**src/paging_pkg.sv**
```systemverilog
package paging_pkg;

  // Program memory window and page register.
  localparam logic [15:0] WIN_LO = 16'h8000;
  localparam logic [15:0] WIN_HI = 16'hBFFF;
  localparam int WIN_OFS_W = 14;
  localparam int PHYS_W = 22;
  localparam logic [7:0] PAGE_RST = 8'h00;

  // Queue refill after a change of flow.
  localparam logic [1:0] REFILL_WORDS = 2'h3;
  localparam logic [15:0] WORD_STEP = 16'h0002;

  // Stack frame of a paged call: page byte on top of the return word.
  localparam logic [15:0] FRAME_PAGE_OFS = 16'hFFFD;
  localparam logic [15:0] FRAME_RET_OFS = 16'hFFFE;
  localparam logic [15:0] FRAME_SIZE = 16'h0003;
  localparam logic [15:0] PAGE_PTR_OFS = 16'h0002;

  // Reference skews of the legacy queue variant.
  localparam logic [15:0] SKEW_NONE = 16'h0000;
  localparam logic [15:0] SKEW_B_IMM_IDX = 16'h0001;
  localparam logic [15:0] SKEW_W_IMM_IDX = 16'h0002;
  localparam logic [15:0] SKEW_EXT_IDX = 16'h0002;
  localparam logic [15:0] SKEW_IDX_EXT = 16'hFFFE;
  localparam logic [15:0] SKEW_IDX_IDX_FIRST = 16'hFFFF;
  localparam logic [15:0] SKEW_IDX_IDX_SECOND = 16'h0001;

  // Indexed postbyte fields.
  localparam int IDX_RR_HI = 7;
  localparam int IDX_RR_LO = 6;
  localparam int IDX_XRR_HI = 4;
  localparam int IDX_XRR_LO = 3;
  localparam int IDX_LONG_BIT = 5;
  localparam int IDX_POST_BIT = 4;
  localparam int IDX_NEG_BIT = 3;
  localparam int IDX_ACC_BIT = 2;
  localparam logic [2:0] IDX_EXT_CODE = 3'h7;

  typedef enum logic [2:0] {
    move_byte_op, move_word_op, clear_masked_bits_op, set_masked_bits_op,
    branch_if_masked_clear_op, branch_if_masked_set_op, call_paged_op, return_paged_op
  } op_type;

  typedef enum logic [2:0] {
    immediate_mode, direct_mode, extended_mode, indexed_mode, indexed_indirect_mode
  } mode_type;

  typedef enum logic [1:0] {sel_x, sel_y, sel_sp, sel_pc} reg_sel_type;

  typedef struct packed {
    op_type op;
    mode_type src_mode;
    mode_type dst_mode;
    logic [15:0] src_field;
    logic [15:0] dst_field;
    logic [7:0] src_post;
    logic [7:0] dst_post;
    logic [7:0] mask;
    logic [7:0] rel;
    logic [7:0] page;
    logic [15:0] addr;
    logic [2:0] len;
  } instr_type;

  typedef struct packed {
    logic [7:0] a;
    logic [7:0] b;
    logic [15:0] x;
    logic [15:0] y;
    logic [15:0] sp;
  } regs_type;

  typedef struct packed {
    logic valid;
    reg_sel_type sel;
    logic [15:0] value;
  } wb_type;

  typedef enum logic [3:0] {
    st_idle = 4'h0, st_ptr = 4'h1, st_pgrd = 4'h3, st_src = 4'h2,
    st_dst = 4'h6, st_push_pg = 4'h7, st_push_ret = 4'h5, st_pop_pg = 4'h4,
    st_pop_ret = 4'hC, st_fetch = 4'hD, st_done = 4'hF
  } state_type;

endpackage

```
**src/index_ea.sv**
```systemverilog
`timescale 1ns/1ps
module index_ea (
  // Operand description.
  input wire logic [7:0] post,
  input wire logic [15:0] ofs16,
  input wire logic allow_long,
  // Register values.
  input wire paging_pkg::regs_type regs,
  input wire logic [15:0] pc_ref,
  // Result.
  output logic [15:0] ea,
  output logic indirect,
  output paging_pkg::wb_type wb,
  output logic illegal
);
  import paging_pkg::*;

  logic [15:0] base;
  logic [15:0] delta;
  logic [15:0] moved;
  reg_sel_type rr;

  always_comb begin
    if (post[7:5] == IDX_EXT_CODE) begin
      rr = reg_sel_type'(post[IDX_XRR_HI:IDX_XRR_LO]);
    end else begin
      rr = reg_sel_type'(post[IDX_RR_HI:IDX_RR_LO]);
    end
    unique case (rr)
      sel_x: base = regs.x;
      sel_y: base = regs.y;
      sel_sp: base = regs.sp;
      sel_pc: base = pc_ref;
    endcase
    delta = post[IDX_NEG_BIT] ? {12'hFFF, post[3:0]} : {12'h000, post[3:0]} + 16'h0001;
    moved = base + delta;
    ea = base;
    indirect = 1'b0;
    illegal = 1'b0;
    wb = '0;
    if (!post[IDX_LONG_BIT]) begin
      ea = base + {{11{post[4]}}, post[4:0]};
    end else if (post[7:5] != IDX_EXT_CODE) begin
      ea = post[IDX_POST_BIT] ? base : moved;
      wb = '{valid: 1'b1, sel: rr, value: moved};
      illegal = (rr == sel_pc);
    end else if (post[IDX_ACC_BIT]) begin
      unique case (post[1:0])
        2'h0: ea = base + {8'h00, regs.a};
        2'h1: ea = base + {8'h00, regs.b};
        2'h2: ea = base + {regs.a, regs.b};
        2'h3: begin
          ea = base + {regs.a, regs.b};
          indirect = 1'b1;
          illegal = !allow_long;
        end
      endcase
    end else begin
      illegal = !allow_long;
      unique case (post[1:0])
        2'h0, 2'h1: ea = base + {{8{post[0]}}, ofs16[7:0]};
        2'h2: ea = base + ofs16;
        2'h3: begin
          ea = base + ofs16;
          indirect = 1'b1;
        end
      endcase
    end
  end
endmodule

```
**src/multi_mode_operand_paging.sv**
```systemverilog
`timescale 1ns/1ps
// How it works
// - Source and destination use independent addressing modes.
// - Moves to an immediate destination are rejected.
// - Indexed base may be X, Y, SP or PC.
// - Moves allow only short indexed forms, except to an indexed-indirect destination.
// - PC reference is byte after instruction.
// - Next-instruction pointer kept internally, no correction.
// - Legacy byte moves skew the PC reference.
// - Legacy word moves skew the PC reference.
// - Clear/set change only masked bits of byte.
// - Bit branches test byte against immediate mask.
// - Branch target adds signed 8-bit displacement.
// - Window 8000 to BFFF maps paged memory.
// - 8-bit page register selects one of 256.
// - Paged call pushes page, return, loads page.
// - Non-indirect call takes page from immediate.
// - Indirect call reads target and page through pointer.
// - Paged return pops page and return address.
// - Paged call/return work without expanded memory.
// - Page switch happens inside call and return.
// - Queue offset and alignment hidden from software.
// - Three word fetches refill queue at target.
module multi_mode_operand_paging (
  // Clock and reset.
  input wire logic clk_sys,
  input wire logic arst_n,
  // Configuration.
  input wire logic expanded_mem_pin,
  input wire logic legacy_queue,
  // Instruction command.
  input wire logic cmd_valid,
  input wire paging_pkg::instr_type cmd,
  input wire paging_pkg::regs_type regs,
  output logic cmd_ready,
  // Memory bus.
  output logic mem_req,
  output logic mem_we,
  output logic mem_word,
  output logic [paging_pkg::PHYS_W-1:0] mem_addr,
  output logic mem_paged,
  output logic [15:0] mem_wdata,
  input wire logic mem_ack,
  input wire logic [15:0] mem_rdata,
  // Completion and register updates.
  output logic done,
  output logic illegal,
  output logic pc_load,
  output logic [15:0] pc_value,
  output paging_pkg::wb_type sp_wb,
  output paging_pkg::wb_type src_wb,
  output paging_pkg::wb_type dst_wb,
  // Queue refill and page.
  output logic refill_valid,
  output logic [15:0] refill_data,
  output logic [7:0] program_page_reg
);
  import paging_pkg::*;

  state_type state_q, state_d;
  logic rst_meta_q, rst_n;
  logic exp_meta_q, exp_q;
  instr_type ins_q;
  logic [15:0] next_q, src_ea_q, dst_ea_q, sp_q, data_q, target_q, pc_final_q;
  logic [7:0] newpage_q, page_q;
  logic [1:0] fetch_cnt_q;
  logic illegal_q, indirect_q;
  wb_type src_wb_q, dst_wb_q;
  logic mem_req_q, mem_we_q, mem_word_q, mem_paged_q;
  logic [PHYS_W-1:0] mem_addr_q;
  logic [15:0] mem_wdata_q;
  logic done_q, pc_load_q, refill_valid_q;
  logic [15:0] refill_data_q;
  wb_type sp_wb_q;

  logic [15:0] next_pc, skew_src, skew_dst, ref_src, ref_dst, src_ea, dst_ea;
  logic is_move, bad;
  logic [15:0] src_idx_ea, dst_idx_ea;
  logic src_ind, dst_ind, src_bad, dst_bad;
  wb_type src_idx_wb, dst_idx_wb;
  logic acc_state, step;
  logic [15:0] bus_addr, bus_wdata, branch_target;
  logic bus_we, bus_word, taken;
  logic [PHYS_W-1:0] bus_phys;
  logic bus_hit;

  always_ff @(posedge clk_sys or negedge arst_n) begin
    if (!arst_n) begin
      rst_meta_q <= 1'b0;
      rst_n <= 1'b0;
    end else begin
      rst_meta_q <= 1'b1;
      rst_n <= rst_meta_q;
    end
  end

  always_ff @(posedge clk_sys or negedge rst_n) begin
    if (!rst_n) begin
      exp_meta_q <= 1'b0;
      exp_q <= 1'b0;
    end else begin
      exp_meta_q <= expanded_mem_pin;
      exp_q <= exp_meta_q;
    end
  end

  // Reference point is the byte after the instruction; with legacy_queue set, moves with an indexed operand and no indexed-indirect one add a skew below.
  assign next_pc = cmd.addr + {13'h0000, cmd.len};
  assign is_move = (cmd.op == move_byte_op) || (cmd.op == move_word_op);

  always_comb begin
    skew_src = SKEW_NONE;
    skew_dst = SKEW_NONE;
    if (legacy_queue && is_move) begin
      if (cmd.src_mode == immediate_mode && cmd.dst_mode == indexed_mode) begin
        skew_dst = (cmd.op == move_byte_op) ? SKEW_B_IMM_IDX : SKEW_W_IMM_IDX;
      end else if (cmd.src_mode == extended_mode && cmd.dst_mode == indexed_mode) begin
        skew_dst = SKEW_EXT_IDX;
      end else if (cmd.src_mode == indexed_mode && cmd.dst_mode == extended_mode) begin
        skew_src = SKEW_IDX_EXT;
      end else if (cmd.src_mode == indexed_mode && cmd.dst_mode == indexed_mode) begin
        skew_src = SKEW_IDX_IDX_FIRST;
        skew_dst = SKEW_IDX_IDX_SECOND;
      end
    end
    ref_src = next_pc + skew_src;
    ref_dst = next_pc + skew_dst;
  end

  index_ea u_src_idx (
    .post(cmd.src_post),
    .ofs16(cmd.src_field),
    .allow_long(!is_move),
    .regs(regs),
    .pc_ref(ref_src),
    .ea(src_idx_ea),
    .indirect(src_ind),
    .wb(src_idx_wb),
    .illegal(src_bad)
  );

  index_ea u_dst_idx (
    .post(cmd.dst_post),
    .ofs16(cmd.dst_field),
    .allow_long(!is_move),
    .regs(regs),
    .pc_ref(ref_dst),
    .ea(dst_idx_ea),
    .indirect(dst_ind),
    .wb(dst_idx_wb),
    .illegal(dst_bad)
  );

  always_comb begin
    unique case (cmd.src_mode)
      direct_mode: src_ea = {8'h00, cmd.src_field[7:0]};
      indexed_mode, indexed_indirect_mode: src_ea = src_idx_ea;
      default: src_ea = cmd.src_field;
    endcase
    unique case (cmd.dst_mode)
      direct_mode: dst_ea = {8'h00, cmd.dst_field[7:0]};
      indexed_mode, indexed_indirect_mode: dst_ea = dst_idx_ea;
      default: dst_ea = cmd.dst_field;
    endcase
    bad = 1'b0;
    unique case (cmd.op)
      move_byte_op, move_word_op: begin
        bad = (cmd.dst_mode == immediate_mode) || (cmd.dst_mode == direct_mode);
        bad = bad || (cmd.src_mode == direct_mode) || (cmd.src_mode > indexed_mode);
        bad = bad || (cmd.src_mode == indexed_mode && src_bad);
        bad = bad || (cmd.dst_mode == indexed_mode && dst_bad);
      end
      call_paged_op: begin
        bad = (cmd.dst_mode == immediate_mode) || (cmd.dst_mode == direct_mode);
        bad = bad || (cmd.dst_mode == indexed_mode && (dst_bad || dst_ind));
        bad = bad || (cmd.dst_mode == indexed_indirect_mode && !dst_ind);
      end
      return_paged_op: bad = 1'b0;
      default: begin
        bad = (cmd.dst_mode == immediate_mode) || (cmd.dst_mode > indexed_mode);
        bad = bad || (cmd.dst_mode == indexed_mode && (dst_bad || dst_ind));
      end
    endcase
  end

  assign acc_state = (state_q != st_idle) && (state_q != st_done);
  assign step = mem_req_q && mem_ack;
  assign branch_target = next_q + {{8{ins_q.rel[7]}}, ins_q.rel};

  always_comb begin
    if (ins_q.op == branch_if_masked_clear_op) begin
      taken = (mem_rdata[7:0] & ins_q.mask) == 8'h00;
    end else begin
      taken = (~mem_rdata[7:0] & ins_q.mask) == 8'h00;
    end
  end

  always_comb begin
    bus_addr = dst_ea_q;
    bus_we = 1'b0;
    bus_word = 1'b0;
    bus_wdata = 16'h0000;
    unique case (state_q)
      st_ptr: bus_word = 1'b1;
      st_pgrd: bus_addr = dst_ea_q + PAGE_PTR_OFS;
      st_src: begin
        bus_addr = (ins_q.op == move_byte_op || ins_q.op == move_word_op) ? src_ea_q : dst_ea_q;
        bus_word = (ins_q.op == move_word_op);
      end
      st_dst: begin
        bus_we = 1'b1;
        bus_word = (ins_q.op == move_word_op);
        unique case (ins_q.op)
          clear_masked_bits_op: bus_wdata = {8'h00, data_q[7:0] & ~ins_q.mask};
          set_masked_bits_op: bus_wdata = {8'h00, data_q[7:0] | ins_q.mask};
          default: bus_wdata = data_q;
        endcase
      end
      st_push_pg: begin
        bus_addr = sp_q + FRAME_PAGE_OFS;
        bus_we = 1'b1;
        bus_wdata = {8'h00, page_q};
      end
      st_push_ret: begin
        bus_addr = sp_q + FRAME_RET_OFS;
        bus_we = 1'b1;
        bus_word = 1'b1;
        bus_wdata = next_q;
      end
      st_pop_pg: bus_addr = sp_q;
      st_pop_ret: begin
        bus_addr = sp_q + 16'h0001;
        bus_word = 1'b1;
      end
      st_fetch: begin
        bus_addr = {target_q[15:1], 1'b0} + {13'h0000, fetch_cnt_q, 1'b0};
        bus_word = 1'b1;
      end
      default: bus_addr = dst_ea_q;
    endcase
  end

  page_map u_map (
    .logical(bus_addr),
    .page(page_q),
    .expanded(exp_q),
    .phys(bus_phys),
    .hit(bus_hit)
  );

  always_ff @(posedge clk_sys or negedge rst_n) begin
    if (!rst_n) begin
      mem_req_q <= 1'b0;
      mem_we_q <= 1'b0;
      mem_word_q <= 1'b0;
      mem_addr_q <= '0;
      mem_paged_q <= 1'b0;
      mem_wdata_q <= 16'h0000;
    end else if (step) begin
      mem_req_q <= 1'b0;
    end else if (acc_state && !mem_req_q) begin
      mem_req_q <= 1'b1;
      mem_we_q <= bus_we;
      mem_word_q <= bus_word;
      mem_addr_q <= bus_phys;
      mem_paged_q <= bus_hit;
      mem_wdata_q <= bus_wdata;
    end
  end

  always_comb begin
    state_d = state_q;
    unique case (state_q)
      st_idle: begin
        if (cmd_valid) begin
          if (bad) begin
            state_d = st_done;
          end else begin
            unique case (cmd.op)
              move_byte_op, move_word_op: begin
                state_d = (cmd.src_mode == immediate_mode) ? st_dst : st_src;
              end
              call_paged_op: begin
                state_d = (cmd.dst_mode == indexed_indirect_mode) ? st_ptr : st_push_pg;
              end
              return_paged_op: state_d = st_pop_pg;
              default: state_d = st_src;
            endcase
          end
        end
      end
      st_ptr: state_d = step ? st_pgrd : st_ptr;
      st_pgrd: state_d = step ? st_push_pg : st_pgrd;
      st_src: begin
        if (step) begin
          if (ins_q.op == branch_if_masked_clear_op || ins_q.op == branch_if_masked_set_op) begin
            state_d = taken ? st_fetch : st_done;
          end else begin
            state_d = st_dst;
          end
        end
      end
      st_dst: state_d = step ? st_done : st_dst;
      st_push_pg: state_d = step ? st_push_ret : st_push_pg;
      st_push_ret: state_d = step ? st_fetch : st_push_ret;
      st_pop_pg: state_d = step ? st_pop_ret : st_pop_pg;
      st_pop_ret: state_d = step ? st_fetch : st_pop_ret;
      st_fetch: state_d = (step && fetch_cnt_q == REFILL_WORDS - 2'h1) ? st_done : st_fetch;
      st_done: state_d = st_idle;
      default: state_d = st_idle;
    endcase
  end

  always_ff @(posedge clk_sys or negedge rst_n) begin
    if (!rst_n) begin
      state_q <= st_idle;
    end else begin
      state_q <= state_d;
    end
  end

  always_ff @(posedge clk_sys or negedge rst_n) begin
    if (!rst_n) begin
      ins_q <= '0;
      next_q <= 16'h0000;
      src_ea_q <= 16'h0000;
      dst_ea_q <= 16'h0000;
      sp_q <= 16'h0000;
      illegal_q <= 1'b0;
      indirect_q <= 1'b0;
      src_wb_q <= '0;
      dst_wb_q <= '0;
    end else if (state_q == st_idle && cmd_valid) begin
      ins_q <= cmd;
      next_q <= next_pc;
      src_ea_q <= src_ea;
      dst_ea_q <= dst_ea;
      sp_q <= regs.sp;
      illegal_q <= bad;
      indirect_q <= (cmd.dst_mode == indexed_indirect_mode);
      src_wb_q <= (is_move && cmd.src_mode == indexed_mode && !bad) ? src_idx_wb : '0;
      dst_wb_q <= (cmd.dst_mode == indexed_mode && !bad) ? dst_idx_wb : '0;
    end
  end

  always_ff @(posedge clk_sys or negedge rst_n) begin
    if (!rst_n) begin
      data_q <= 16'h0000;
      target_q <= 16'h0000;
      newpage_q <= PAGE_RST;
      pc_final_q <= 16'h0000;
      fetch_cnt_q <= 2'h0;
    end else if (state_q == st_idle && cmd_valid) begin
      data_q <= cmd.src_field;
      target_q <= dst_ea;
      newpage_q <= cmd.page;
      pc_final_q <= next_pc;
      fetch_cnt_q <= 2'h0;
    end else if (step) begin
      unique case (state_q)
        st_ptr: target_q <= mem_rdata;
        st_pgrd: newpage_q <= mem_rdata[7:0];
        st_src: begin
          data_q <= mem_rdata;
          target_q <= branch_target;
          pc_final_q <= taken && !(ins_q.op == move_byte_op || ins_q.op == move_word_op)
                        && (ins_q.op == branch_if_masked_clear_op
                            || ins_q.op == branch_if_masked_set_op) ? branch_target : next_q;
        end
        st_push_ret: pc_final_q <= target_q;
        st_pop_pg: newpage_q <= mem_rdata[7:0];
        st_pop_ret: begin
          target_q <= mem_rdata;
          pc_final_q <= mem_rdata;
        end
        st_fetch: fetch_cnt_q <= fetch_cnt_q + 2'h1;
        default: data_q <= data_q;
      endcase
    end
  end

  // The page register lives in this block and changes inside the instruction itself.
  always_ff @(posedge clk_sys or negedge rst_n) begin
    if (!rst_n) begin
      page_q <= PAGE_RST;
    end else if (step && (state_q == st_push_ret || state_q == st_pop_ret)) begin
      page_q <= newpage_q;
    end
  end

  always_ff @(posedge clk_sys or negedge rst_n) begin
    if (!rst_n) begin
      done_q <= 1'b0;
      pc_load_q <= 1'b0;
      sp_wb_q <= '0;
      refill_valid_q <= 1'b0;
      refill_data_q <= 16'h0000;
    end else begin
      done_q <= (state_q == st_done);
      pc_load_q <= (state_q == st_done) && !illegal_q;
      sp_wb_q.valid <= (state_q == st_done) && !illegal_q
                       && (ins_q.op == call_paged_op || ins_q.op == return_paged_op);
      sp_wb_q.sel <= sel_sp;
      sp_wb_q.value <= (ins_q.op == call_paged_op) ? sp_q - FRAME_SIZE : sp_q + FRAME_SIZE;
      refill_valid_q <= step && (state_q == st_fetch);
      refill_data_q <= mem_rdata;
    end
  end

  assign cmd_ready = (state_q == st_idle) && rst_n;
  assign mem_req = mem_req_q;
  assign mem_we = mem_we_q;
  assign mem_word = mem_word_q;
  assign mem_addr = mem_addr_q;
  assign mem_paged = mem_paged_q;
  assign mem_wdata = mem_wdata_q;
  assign done = done_q;
  assign illegal = done_q && illegal_q;
  assign pc_load = pc_load_q;
  assign pc_value = pc_final_q;
  assign sp_wb = sp_wb_q;
  assign src_wb = pc_load_q ? src_wb_q : '0;
  assign dst_wb = pc_load_q ? dst_wb_q : '0;
  assign refill_valid = refill_valid_q;
  assign refill_data = refill_data_q;
  assign program_page_reg = page_q;
endmodule

```
**src/page_map.sv**
```systemverilog
`timescale 1ns/1ps
module page_map (
  // Logical side.
  input wire logic [15:0] logical,
  input wire logic [7:0] page,
  input wire logic expanded,
  // Physical side.
  output logic [paging_pkg::PHYS_W-1:0] phys,
  output logic hit
);
  import paging_pkg::*;

  always_comb begin
    hit = expanded && (logical >= WIN_LO) && (logical <= WIN_HI);
    if (hit) begin
      phys = {page, logical[WIN_OFS_W-1:0]};
    end else begin
      phys = {6'h00, logical};
    end
  end
endmodule

```
**config.mk**
```make
export PLATFORM = sky130hd
export DESIGN_NAME = multi_mode_operand_paging
export DESIGN_NICKNAME = d
export VERILOG_FILES = /design/src/paging_pkg.sv /design/src/index_ea.sv /design/src/multi_mode_operand_paging.sv /design/src/page_map.sv
export SDC_FILE = /design/constraint.sdc
export NUM_CORES = 1
export LEC_CHECK = 0
export BUFFER_PORTS_ARGS = -buffer_cell sky130_fd_sc_hd__buf_4
export CELL_PAD_IN_SITES_DETAIL_PLACEMENT = 1
export CELL_PAD_IN_SITES_GLOBAL_PLACEMENT = 1
export CORE_ASPECT_RATIO = 1.75
export CORE_MARGIN = 2
export CORE_UTILIZATION = 41
export CTS_BUF_LIST = sky130_fd_sc_hd__clkbuf_4 sky130_fd_sc_hd__clkbuf_8
export DETAILED_ROUTE_END_ITERATION = 7
export PLACE_DENSITY_LB_ADDON = 0.1
export SYNTH_ARGS = -nofsm -noshare
export SYNTH_HDL_FRONTEND = slang
export SYNTH_HIERARCHICAL = 1
export SYNTH_SLANG_ARGS = --single-unit
```
**constraint.sdc**
```tcl
create_clock -name clk_sys -period 8.85 [get_ports clk_sys]
set_clock_uncertainty 0.15 [all_clocks]
set_input_delay 0.4425 -clock clk_sys [delete_from_list [all_inputs] [get_ports clk_sys]]
set_output_delay 0.4425 -clock clk_sys [all_outputs]
set_load 0.01 [all_outputs]
```
==> impl_metrics.csv <==
group,metric,value,unit
run_status,status,"complete, no violations",
route,drt-vias-per-instance,6.15,
yosys,syn-instance-count,2930,
timing,layout_min_cycle_time,7.17,ns
die,coreArea,58900,µm²
yosys,avgSynthCellArea,8.29,µm²
clock_network,clock_sinks,275,
route,antenna_left,0,
clock_network,clock_latency,0.67,ns
global_route,overflow,0,
timing,finalWorstSetupSlack,1.68,ns
placement,port_buffers,328,
worst_setup_path,max_stage_delay,0.65,ns
power_and_ir_drop,vdd_drop_max,0.173,mV
die,fp-row-count,118,
timing,drv_slew,0,
clock_network,root_buffer,"clkbuf_8",
worst_setup_path,critPathSlowestCell,"mux4_2",
route,wirelength,114000,µm
worst_setup_path,critPathRequiredTime,9.25,ns
global_route,grt_max_degree,74,
route,dr_total_vias,25100,
clock_network,numCtsBuffers,47,
worst_setup_path,reg2reg_to,"mem_addr[20]$_DFFE_PN0P_",
finish,final_common_cell,"nand2_1",
worst_setup_path,crit_top_cell,"ha_1",
timing,final-setup-viol-count,0,
worst_setup_path,arrival,7.57,ns
clock_network,ctsResizeCount,0,
worst_setup_path,cp_max_fo,21,
worst_setup_path,cp-startpoint,"cmd[98]",
global_route,grt_pass1_vias,26800,
clock_network,htreeDepth,2,
timing,holdWs,0.0357,ns
yosys,syn_area,24300,µm²
worst_setup_path,r2r-start,"state_q[2]$_DFFE_PN0P_",
die,die_area,61300,µm²
timing,setup_tns,0,ns
timing,worst_pin_slew,1.17,ns
worst_hold_path,hold_path_class,"input port to flip-flop",
finish,stdcell_area,29100,µm²
placement,gp_congestion,0.991,
finish,final_util,49.4,%
power_and_ir_drop,cellLeakagePower,13.2,nW
worst_setup_path,end_kind,"flip-flop",
route,wl_per_cell,27.9,µm
worst_setup_path,cp_num_buf_inv,5,
worst_setup_path,crit_end,"src_ea_q[14]$_DFFE_PN0P_",
power_and_ir_drop,power_density,285,nW/µm²
clock_network,cts.path.max_buffers,3,
yosys,synth_warnings,6,
finish,drive_above_1_share,17.2,%
worst_setup_path,worst-setup-path-type,"input port to flip-flop",
timing,rsz0062_at_grt,"no",
timing,hold_violations,0,
worst_setup_path,reg2reg_slack,3.62,ns
clock_network,cts.clk_slew.worst_paths,0.07,ns
clock_network,hold_buffers,74,
die,top_level_ports,330,
global_route,grt_pass1_wl,168000,µm
placement,dp_slack,1.53,ns
placement,placed_area,27300,µm²
die,fp.dieW,188,µm
worst_setup_path,cp_top_family,"compound AO/OA/AOI/OAI gates",
global_route,grt_antenna_before_repair,5,
clock_network,cts_setup_buffers,0,
worst_setup_path,reg2regPathDepth,18,
finish,layout_common_cells,"nand2_1, buf_4, dfrtp_1, o21ai_0, nor2_1",
worst_setup_path,cp.depth,27,
global_route,grt_usage,36.5,%
timing,slew-limit-headroom,21.5,%
route,detail_route.iter0.violations,1802,
timing,period_share,81.0,%
worst_setup_path,cp-start-kind,"input port",
finish,areaGrowthSynthToFinish,19.8,%
finish,nets,3614,
die,start_util,41.2,%
route,drt-pass1-iter-count,5,
job,maxCapViolations,0,
placement,place_hpwl,91000,µm
finish,num-fill-cells,6966,
finish,largest_reg_flops,22,
timing,fmax,139,MHz
die,die_h,326,µm
clock_network,cts_tree,"yes",
route,drcViolationCount,0,
## through the flow
| step | cells | power, mW |
|---|---|---|
| 6_report | 4073 | 8.28 |
| 5_1_grt | 4071 | 8.79 |
| 4_1_cts | 4070 | 8.25 |
| 3_5_place_dp | 3913 | 6.89 |
| 3_3_place_gp | 3913 | 6.76 |
| 2_1_floorplan | 2931 | 5.15 |
## worst min path at each step
| stage | startpoint | endpoint | slack (ns) | depth (start not counted) |
|---|---|---|---|---|
| global placement | arst_n | rst_meta_q$_DFF_PN0_ | 0.08 | 1 |
| CTS | regs[6] | sp_q[6]$_DFFE_PN0P_ | 0.006 | 3 |
| finish | regs[6] | sp_q[6]$_DFFE_PN0P_ | 0.04 | 3 |
| floorplan | arst_n | rst_meta_q$_DFF_PN0_ | -0.003 | 0 |
| detailed placement | arst_n | rst_meta_q$_DFF_PN0_ | 0.08 | 1 |
| global route | regs[6] | sp_q[6]$_DFFE_PN0P_ | 0.01 | 3 |
## area by class of cell
| class | instances | area (µm²) | share of cell area [%] |
|---|---|---|---|
| Multi-Input combinational cell | 2393 | 16400 | 56.2 |
| Sequential cell | 275 | 6890 | 23.7 |
| Timing Repair Buffer | 438 | 3470 | 11.9 |
| Tap cell | 780 | 976 | 3.35 |
| Clock buffer | 71 | 890 | 3.06 |
| Inverter | 101 | 379 | 1.30 |
| Clock inverter | 12 | 130 | 0.447 |
| Antenna cell | 3 | 7.51 | 0.0258 |
## power breakdown
group / switching (mW) / internal [mW]
combinational: 2.89 / 1.80
clock: 0.584 / 0.701
sequential: 0.599 / 1.71
## metal layers
layer	GRT usage [%]	up-vias	part of all wire (%)
met3	5.41	335	5.0
met1	37.9	12500	36
met4	27.0	2	8.5
met2	66.4	965	51
li1	-	11200	-
met5	0	-	0.014
## worst register-to-register path: cells and delay by family, from the launching register on
family	cells	cell delay (ns)
adder cells (fa/ha/maj)	1	0.44
AND/OR/NAND/NOR	8	1.64
AO/OA/AOI/OAI	7	1.50
flip-flops	1	0.74
buffers and inverters	2	0.69
No activity file was read; power rests on OpenSTA's default activity.
